==> config.mk <==
export PLATFORM = sky130hd
export DESIGN_NAME = pscp_top
export DESIGN_NICKNAME = d
export VERILOG_FILES = /design/src/hdl/pscp_pkg.sv /design/src/hdl/pscp_sync.sv /design/src/hdl/pscp_top.sv
export SDC_FILE = /design/constraint.sdc
export NUM_CORES = 1
export LEC_CHECK = 0
export BUFFER_PORTS_ARGS = -buffer_cell sky130_fd_sc_hd__clkbuf_2
export CAP_MARGIN = 20
export CORE_MARGIN = 4
export CORE_UTILIZATION = 45
export DETAILED_ROUTE_END_ITERATION = 8
export GPL_TIMING_DRIVEN = 0
export PLACE_DENSITY_LB_ADDON = 0.05
export SLEW_MARGIN = 20
export SYNTH_ARGS = -nofsm -noshare
export SYNTH_HDL_FRONTEND = slang
export SYNTH_HIERARCHICAL = 1
export SYNTH_SLANG_ARGS = --single-unit
==> constraint.sdc <==
create_clock -name clk -period 4.1 [get_ports clk]
set_clock_uncertainty 0.1 [all_clocks]
set_input_delay 0.615 -clock clk [delete_from_list [all_inputs] [get_ports clk]]
set_output_delay 0.615 -clock clk [all_outputs]
set_load 0.02 [all_outputs]
==> src/hdl/pscp_pkg.sv <==
package pscp_pkg;
	// ----------------------------------------------------------------
	// Wishbone register map (word aligned byte addresses)
	// ----------------------------------------------------------------
	localparam logic [7:0] CTRL_OFS   = 8'h00;
	localparam logic [7:0] STATUS_OFS = 8'h04;
	localparam logic [7:0] COUNT_OFS  = 8'h08;
	// Control fields
	localparam int CTRL_AUTORST_BIT = 0;
	localparam int CTRL_USRCLK_BIT  = 1;
	localparam int CTRL_INITEN_BIT  = 2;
	localparam int CTRL_DUALIO_BIT  = 3;
	localparam int CTRL_VAR_LSB     = 4;
	localparam int CTRL_ERR_BIT     = 6;
	localparam logic [31:0] CTRL_RESET = 32'h0000_0001;
	// ----------------------------------------------------------------
	// Timing
	// ----------------------------------------------------------------
	localparam int CLK_MHZ       = 200;
	localparam int STATUS_TO_US  = 40;
	localparam int STATUS_TO_CYC = STATUS_TO_US * CLK_MHZ;
	localparam int OSC_DIV_CYC   = 20;
	localparam logic [7:0] INIT_CYC_A  = 8'h88;
	localparam logic [7:0] INIT_CYC_B  = 8'h28;
	localparam logic [7:0] INIT_CYC_CD = 8'h0A;
	localparam int BYTE_FALLS    = 8;
	localparam logic [3:0] RDY_FALLS = 4'h7;
	// ----------------------------------------------------------------
	// Types
	// ----------------------------------------------------------------
	typedef enum logic [4:0] {
		PSCP_RESET = 5'b00001,
		PSCP_LOAD  = 5'b00010,
		PSCP_INIT  = 5'b00100,
		PSCP_USER  = 5'b01000,
		PSCP_ERROR = 5'b10000
	} pscp_state_t;
	typedef struct packed {
		logic        cyc;
		logic        stb;
		logic        we;
		logic [3:0]  sel;
		logic [7:0]  adr;
		logic [31:0] dat;
	} pscp_wb_req_t;
	typedef struct packed {
		logic        ack;
		logic [31:0] dat;
	} pscp_wb_rsp_t;
endpackage : pscp_pkg

==> src/hdl/pscp_sync.sv <==
`timescale 1ns/100ps
// Two flop synchroniser, width parameterised
module pscp_sync
	import pscp_pkg::*;
#(
	parameter int W = 1
) (
	input  wire logic         clk,
	input  wire logic         rst_n,
	input  wire logic [W-1:0] async,
	output logic      [W-1:0] synced
);
	logic [W-1:0] meta;
	// First stage read only by the second
	always_ff @(posedge clk or negedge rst_n) begin
		if (!rst_n) begin
			meta   <= '0;
			synced <= '0;
		end else begin
			meta   <= async;
			synced <= meta;
		end
	end
endmodule : pscp_sync

==> src/hdl/pscp_top.sv <==
`timescale 1ns/100ps
// Overview of operation
// - Latch byte on rise, shift eight falls
// - Held in reset while request or status low
// - Release done line when all data received
// - Ready rises 6.5 clocks after byte latch
// - User clock init counts 136, 40 or 10
// - User clock ignored during data transfer
// - Init-done released at end of initialization
// - User mode drops weak pull-ups
// - Upper seven data pins tri-stated by default
// - Any clock period of two system clocks or longer tolerated, pauses allowed
// - Ready/busy shows serializing state
// - Error pulls status low, resets device
// - Auto-restart releases status within 40 us
// - Request low drives status, done low
// - Chain-enable out low when loading finished
// - Initialize only when shared done high
// - Shared status error stops every device
// - Grounded chain-enable loads identical streams
module pscp_top
	import pscp_pkg::*;
#(
	parameter int STATUS_TO = STATUS_TO_CYC
) (
	// System
	input  wire logic         clk,
	input  wire logic         rst_n,
	// Wishbone slave
	input  wire pscp_wb_req_t wbReq,
	output pscp_wb_rsp_t      wbRsp,
	// Configuration pins
	input  wire logic         config_req_n,
	input  wire logic         dclk,
	input  wire logic [7:0]   dataIn,
	output logic [7:1]        dataOe,
	input  wire logic         user_startup_clock,
	input  wire logic         chain_enable_in_n,
	output logic              chain_enable_out_n,
	input  wire logic         statusIn,
	output logic              statusOe,
	input  wire logic         confDoneIn,
	output logic              confDoneOe,
	output logic              initDoneOe,
	output logic              ready_busy_n,
	output logic              weakPullupEn,
	output logic              userMode,
	// Loaded byte stream
	output logic [7:0]        cfgByte,
	output logic              cfgByteValid
);
	// ----------------------------------------------------------------
	// Input synchronisers
	// ----------------------------------------------------------------
	logic [13:0] pinSync;
	logic [7:0]  dataS;
	logic        reqS, dclkS, usrS, ceS, statS, doneS;
	pscp_sync #(.W(14)) uSync (
		.clk    (clk),
		.rst_n  (rst_n),
		.async  ({config_req_n, dclk, user_startup_clock, chain_enable_in_n, statusIn, confDoneIn, dataIn}),
		.synced (pinSync)
	);
	assign {reqS, dclkS, usrS, ceS, statS, doneS, dataS} = pinSync;

	// Edge detection on synchronised levels
	logic dclkQ, usrQ, doneQ, reqQ;
	always_ff @(posedge clk or negedge rst_n) begin
		if (!rst_n) begin
			dclkQ <= 1'b0;
			usrQ  <= 1'b0;
			doneQ <= 1'b0;
			reqQ  <= 1'b0;
		end else begin
			dclkQ <= dclkS;
			usrQ  <= usrS;
			doneQ <= doneS;
			reqQ  <= reqS;
		end
	end
	wire dclkRise = dclkS & ~dclkQ;
	wire dclkFall = ~dclkS & dclkQ;
	wire usrRise  = usrS & ~usrQ;
	wire doneRise = doneS & ~doneQ;
	wire reqRise  = reqS & ~reqQ;

	// ----------------------------------------------------------------
	// Control register
	// ----------------------------------------------------------------
	logic [31:0] ctrl;
	logic [31:0] loadCount;
	logic [31:0] byteTarget;
	logic        errInject;
	wire wbHit = wbReq.cyc & wbReq.stb & ~wbRsp.ack;
	wire wbWr  = wbHit & wbReq.we;

	// Software sets options and the expected stream length
	always_ff @(posedge clk or negedge rst_n) begin
		if (!rst_n) begin
			ctrl       <= CTRL_RESET;
			byteTarget <= 32'h0000_0010;
			errInject  <= 1'b0;
		end else begin
			errInject <= 1'b0;
			if (wbWr && wbReq.adr == CTRL_OFS) begin
				for (int i = 0; i < 4; i++) begin
					if (wbReq.sel[i]) begin
						ctrl[i*8 +: 8] <= wbReq.dat[i*8 +: 8];
					end
				end
				errInject <= wbReq.dat[CTRL_ERR_BIT] & wbReq.sel[0];
			end
			if (wbWr && wbReq.adr == COUNT_OFS) begin
				byteTarget <= wbReq.dat;
			end
		end
	end

	// ----------------------------------------------------------------
	// Main sequencer
	// ----------------------------------------------------------------
	pscp_state_t state;
	logic [3:0]  fallCnt;
	logic [7:0]  shiftReg;
	logic [7:0]  initCnt;
	logic [4:0]  oscDiv;
	logic [31:0] toCnt;
	logic        initEnLatched;
	logic        busy;
	logic        useUsr;

	// Reset level: request low or shared status low holds off loading
	wire inReset = ~reqS | ~statS;
	wire oscTick = (oscDiv == 5'(OSC_DIV_CYC - 1));
	wire initTick = useUsr ? usrRise : oscTick;
	wire [7:0] initTarget = (ctrl[CTRL_VAR_LSB +: 2] == 2'b00) ? INIT_CYC_A :
	                        (ctrl[CTRL_VAR_LSB +: 2] == 2'b01) ? INIT_CYC_B : INIT_CYC_CD;
	wire selected = ~ceS;

	// Internal oscillator stand-in
	always_ff @(posedge clk or negedge rst_n) begin
		if (!rst_n) begin
			oscDiv <= '0;
		end else begin
			oscDiv <= oscTick ? 5'h00 : oscDiv + 5'h01;
		end
	end

	always_ff @(posedge clk or negedge rst_n) begin
		if (!rst_n) begin
			state         <= PSCP_RESET;
			fallCnt       <= '0;
			shiftReg      <= '0;
			initCnt       <= '0;
			toCnt         <= '0;
			loadCount     <= '0;
			initEnLatched <= 1'b0;
			useUsr        <= 1'b0;
			busy          <= 1'b0;
			cfgByte       <= '0;
			cfgByteValid  <= 1'b0;
		end else begin
			cfgByteValid <= 1'b0;
			unique case (state)
				PSCP_RESET: begin
					loadCount <= '0;
					busy      <= 1'b0;
					fallCnt   <= '0;
					if (!inReset) begin
						state <= PSCP_LOAD;
					end
				end
				PSCP_LOAD: begin
					// User clock is not looked at here
					if (errInject) begin
						state <= PSCP_ERROR;
						toCnt <= '0;
					end else if (inReset) begin
						state <= PSCP_RESET;
					end else if (selected && loadCount != byteTarget) begin
						if (dclkRise && !busy) begin
							shiftReg  <= dataS;
							busy      <= 1'b1;
							fallCnt   <= '0;
							cfgByte   <= dataS;
							if (loadCount == 32'h0) begin
								initEnLatched <= ctrl[CTRL_INITEN_BIT];
								useUsr        <= ctrl[CTRL_USRCLK_BIT];
							end
						end else if (dclkFall && busy) begin
							shiftReg <= {1'b0, shiftReg[7:1]};
							fallCnt  <= fallCnt + 4'h1;
							if (fallCnt == 4'(BYTE_FALLS - 1)) begin
								busy         <= 1'b0;
								cfgByteValid <= 1'b1;
								loadCount    <= loadCount + 32'h1;
							end
						end
					end else if (loadCount == byteTarget && doneRise) begin
						state   <= PSCP_INIT;
						initCnt <= '0;
					end
				end
				PSCP_INIT: begin
					if (inReset) begin
						state <= PSCP_RESET;
					end else if (initTick) begin
						if (initCnt == initTarget - 8'h01) begin
							state <= PSCP_USER;
						end
						initCnt <= initCnt + 8'h01;
					end
				end
				PSCP_USER: begin
					if (!reqS) begin
						state <= PSCP_RESET;
					end
				end
				PSCP_ERROR: begin
					toCnt <= toCnt + 32'h1;
					if (!reqS) begin
						state <= PSCP_RESET;
					end else if (ctrl[CTRL_AUTORST_BIT] && toCnt >= STATUS_TO - 1) begin
						state <= PSCP_RESET;
					end else if (!ctrl[CTRL_AUTORST_BIT] && reqRise) begin
						state <= PSCP_RESET;
					end
				end
				default: state <= PSCP_RESET;
			endcase
		end
	end

	// ----------------------------------------------------------------
	// Pin drivers
	// ----------------------------------------------------------------
	always_ff @(posedge clk or negedge rst_n) begin
		if (!rst_n) begin
			statusOe           <= 1'b1;
			confDoneOe         <= 1'b1;
			initDoneOe         <= 1'b0;
			chain_enable_out_n <= 1'b1;
			ready_busy_n       <= 1'b0;
			weakPullupEn       <= 1'b1;
			userMode           <= 1'b0;
			dataOe             <= '0;
		end else begin
			statusOe <= (state == PSCP_ERROR) || !reqS;
			// Done low until stream complete
			confDoneOe <= !reqS || !(state == PSCP_INIT || state == PSCP_USER ||
			              (state == PSCP_LOAD && loadCount == byteTarget));
			initDoneOe <= initEnLatched && (state == PSCP_LOAD || state == PSCP_INIT);
			chain_enable_out_n <= !(state != PSCP_RESET && state != PSCP_ERROR &&
			                       loadCount == byteTarget);
			// Ready rises after seventh fall, i.e. 6.5 clocks after latch
			ready_busy_n <= (state == PSCP_LOAD) && (!busy || fallCnt >= RDY_FALLS);
			// Request low leaves user mode in the same cycle that status and done are pulled
			weakPullupEn <= state != PSCP_USER || !reqS;
			userMode     <= state == PSCP_USER && reqS;
			dataOe       <= (state == PSCP_USER && reqS && ctrl[CTRL_DUALIO_BIT]) ? 7'h7F : 7'h00;
		end
	end

	// ----------------------------------------------------------------
	// Wishbone answer: ack one cycle after request
	// ----------------------------------------------------------------
	always_ff @(posedge clk or negedge rst_n) begin
		if (!rst_n) begin
			wbRsp <= '0;
		end else begin
			wbRsp.ack <= wbHit;
			wbRsp.dat <= 32'h0;
			if (wbHit && !wbReq.we) begin
				unique case (wbReq.adr)
					CTRL_OFS:   wbRsp.dat <= ctrl;
					STATUS_OFS: wbRsp.dat <= {20'h0, busy, 7'(state), reqS, statS, doneS, initEnLatched};
					COUNT_OFS:  wbRsp.dat <= loadCount;
					default:    wbRsp.dat <= 32'h0;
				endcase
			end
		end
	end
endmodule : pscp_top

==> impl_metrics.yaml <==
outcome:
  status: "finished, final reports clean"
floorplan:
  die_h_um: 160
  ios: 119
  start_util_pct: 45.7
  fp-row-count: 55
  die_area_mm2: 0.0255
  core_mm2: 0.0226
  fp.dieW_um: 160
sta:
  drv_slew: 0
  period_needed_ns: 4.01
  setup_tns_ns: 0
  tightest_slew_ns: 0.868
  slew_headroom_pct: 41.6
  finalSetupViolCount: 0
  final_hold_viol_count: 0
  finalCritPeriodShare_pct: 97.7
  fmax_ghz: 0.250
  rsz0062_at_grt: "false"
  hold_slack_ns: 0.0903
run:
  maxCapViolCount: 0
clocking:
  htree_num_levels: 1
  cts_buffers: 26
  clock_sinks: 236
  cts_root_buffer: "clkbuf_16"
  clk_path_buf_depth: 3
  cts_tree: "built"
  path_clk_slew_ns: 0.07
  ctsResizeCount: 0
  clock_latency_ns: 0.53
hold_path:
  hold_class: "in2reg"
  min_path_cells: 1
  min_from: "dataIn[7]"
  min_to: "uSync/meta[7]$_DFF_PN0_"
critical_path:
  max_stage_delay_ns: 0.58
  crit_slowest_cell: "or4b_4"
  critPathLaunchType: "flip-flop"
  end_kind: "flip-flop"
  reg2reg_depth: 9
  cp.required_ns: 4.39
  critPathKind: "reg2reg"
  path_max_fanout: 10
  path_cells: "or3_4 > or4b_4 > or4_1 > a211o_2 > a2111o_1 > buf_6 > clkbuf_1 > o21ai_0 > a21oi_1"
  rr_endpoint: "loadCount[9]$_DFFE_PN0P_"
  cp_data_arrival_time_ns: 4.30
  rrSetupSlack_ns: 0.09
  regToRegStartpoint: "state[3]$_DFFE_PN0P_"
pwr:
  leakage_nw: 5.87
  power_w: 0.00569
  cellPowerDensity_mw_per_mm2: 458
  ir_drop_v: 0.000272
layout:
  fin_area_mm2: 0.0124
  fin_nets: 1135
  syn_to_final_growth_pct: 19.8
  drive_gt1_share_pct: 25.0
  fillCellCount: 2029
  multi_input_area_mm2: 0.00418
  n_antenna_cell: 0
  final-seq-area_mm2: 0.00591
routing:
  drc: 0
  drtIter0Drc: 442
  firstDrtPassIters: 6
  drt-vias-per-instance: 5.43
  detail_route.wl_per_cell_um: 18.5
  ant_nets: 0
  wirelength_mm: 25.3
  num_vias: 7448
logic_synthesis:
  synthTopCellsByArea: "dfrtp_1 (55%), mux2_2 (8.0%), mux2i_1 (3.8%)"
  syn_area_mm2: 0.0104
  yosysTopAreaCellShare_pct: 55.3
  synth_area_leader_cell: "dfrtp_1"
  yosysWarnings: 6
  synth_edf_count: 0
  syn_inst: 917
  synth-seq-cells: 236
  yosysSeqAreaShare_pct: 57.1
  synth_area_per_cell_um2: 11.3
  ys.flop_type: "dfrtp_1"
  synthesis.nets: 986
  synthArstFlopShare_pct: 100
  synth.distinct_cells: 58
place:
  gp_congestion: 0.845
  hpwlAfterDp_mm: 18.1
  dpl_cell_area_mm2: 0.0114
  port_buffers: 117
global_route:
  grt_pass1_wl_mm: 41.4
  antenna_found_initial: 0
  grt_max_degree: 90
  grtUsageTotal_pct: 20.0
  grt_pass1_vias: 7487
  grt-ovfl-total: 0
[flip-flops by register name, indices dropped and copies added, names as in the netlist, 4 cells and up]
signal / cells
loadCount: 32
uSync/synced: 14
toCnt: 32
wbRsp: 33
state: 5
cfgByte: 8
oscDiv: 5
byteTarget: 32
fallCnt: 4
initCnt: 8
uSync/meta: 14
ctrl: 32
[metrics by stage]
stage	setup slack (ns)	utilization, %	std cells
6_report	0.0941	54.8	1371
2_1_floorplan	0.610	-	917
5_1_grt	0.0108	54.8	1371
3_3_place_gp	-2.63	49.9	1319
3_5_place_dp	0.0553	50.2	1321
4_1_cts	0.0331	54.7	1370
[cell type report]
type	instances	area share [%]
clock inverters	13	1.96
repair buffers	121	5.37
inverters	16	0.484
multi-input cells	619	33.7
clock buffers	35	6.25
flip-flops and latches	236	47.7
plain buffers	46	1.69
well taps	285	2.87
[Yosys cell counts (5+ instances only)]
cell	n
a31oi_1	5
and3_1	15
a222oi_1	10
clkbuf_1	34
nor2b_1	5
a21oi_1	25
dfstp_2	7
o31ai_1	8
mux2_2	74
nand3_1	36
xnor2_1	38
nor2_1	67
mux2i_1	39
nor4_1	18
nand3b_1	5
or3_1	19
o211ai_1	6
or4_1	6
buf_4	6
and2_1	10
nor3_1	10
ha_1	6
dfrtp_1	229
nand4_1	22
inv_1	16
o21ai_0	47
nand2_1	94
[metal layers]
layer	part of all wire (%)	GRT usage (%)
met5	0	0
met4	2.3	5.44
met3	3.9	2.79
met2	49	33.1
met1	45	27.8
[kinds of logic after synthesis]
family	Yosys count	synth area share, %
AOI/OAI and AO/OA	130	8.24
xor gates and xnor gates	41	3.47
adders and majority gates	6	0.725
buffers and inverters	62	2.61
DFF	236	57.1
muxes	113	11.8
and+or+nand+nor	329	16.0
[what timing repair did]
| item | CTS | global route |
|---|---|---|
| endpoints found under the hold margin | 38 | 0 |
| hold buffers | 1 | 0 |
| setup endpoints to repair | 0 | 10 |
| setup buffers | 0 | 1 |
[power by group]
group | switching [W] | internal (W) | total, W
combinational | 0.000392 | 0.000156 | 0.000548
sequential | 0.0000358 | 0.00239 | 0.00243
clock | 0.000954 | 0.00176 | 0.00272
total | 0.00138 | 0.00431 | 0.00569
[worst max-delay path, delay by kind of cell, from the launching register on]
family | cells | cell delay (ns)
and+or+nand+nor | 3 | 1.51
AOI/OAI and AO/OA | 4 | 1.29
DFF | 1 | 0.49
buffers and inverters | 2 | 0.46
[worst max-delay path by stage]
stage	from	cells past startpoint	end	slack, ns
3_3_place_gp	rst_n	1	ctrl[25]$_DFFE_PN0P_	-2.63
3_5_place_dp	state[3]$_DFFE_PN0P_	9	loadCount[23]$_DFFE_PN0P_	0.06
6_report	state[3]$_DFFE_PN0P_	9	loadCount[9]$_DFFE_PN0P_	0.09
4_1_cts	state[3]$_DFFE_PN0P_	9	loadCount[23]$_DFFE_PN0P_	0.03
2_1_floorplan	state[2]$_DFFE_PN0P_	10	loadCount[21]$_DFFE_PN0P_	0.61
5_1_grt	state[3]$_DFFE_PN0P_	9	loadCount[29]$_DFFE_PN0P_	0.01
[cells in the final DEF, fill, tap and decap left out, types with 10 or more instances in the layout]
cell type,netlist,routed
clkbuf_1,34,35
o21ai_0,47,47
inv_1,16,16
a21oi_1,25,25
and2_1,10,10
nand2_1,94,94
clkbuf_2,0,116
xnor2_1,38,38
dfrtp_1,229,229
nor3_1,10,10
nand3_1,36,36
nor4_1,18,18
or3_1,19,19
and3_1,15,15
mux2i_1,39,39
nor2_1,67,67
nand4_1,22,22
mux2_2,74,74
a222oi_1,10,10
clkbuf_16,0,27
Note: power is estimated with default switching activity, not from simulation.
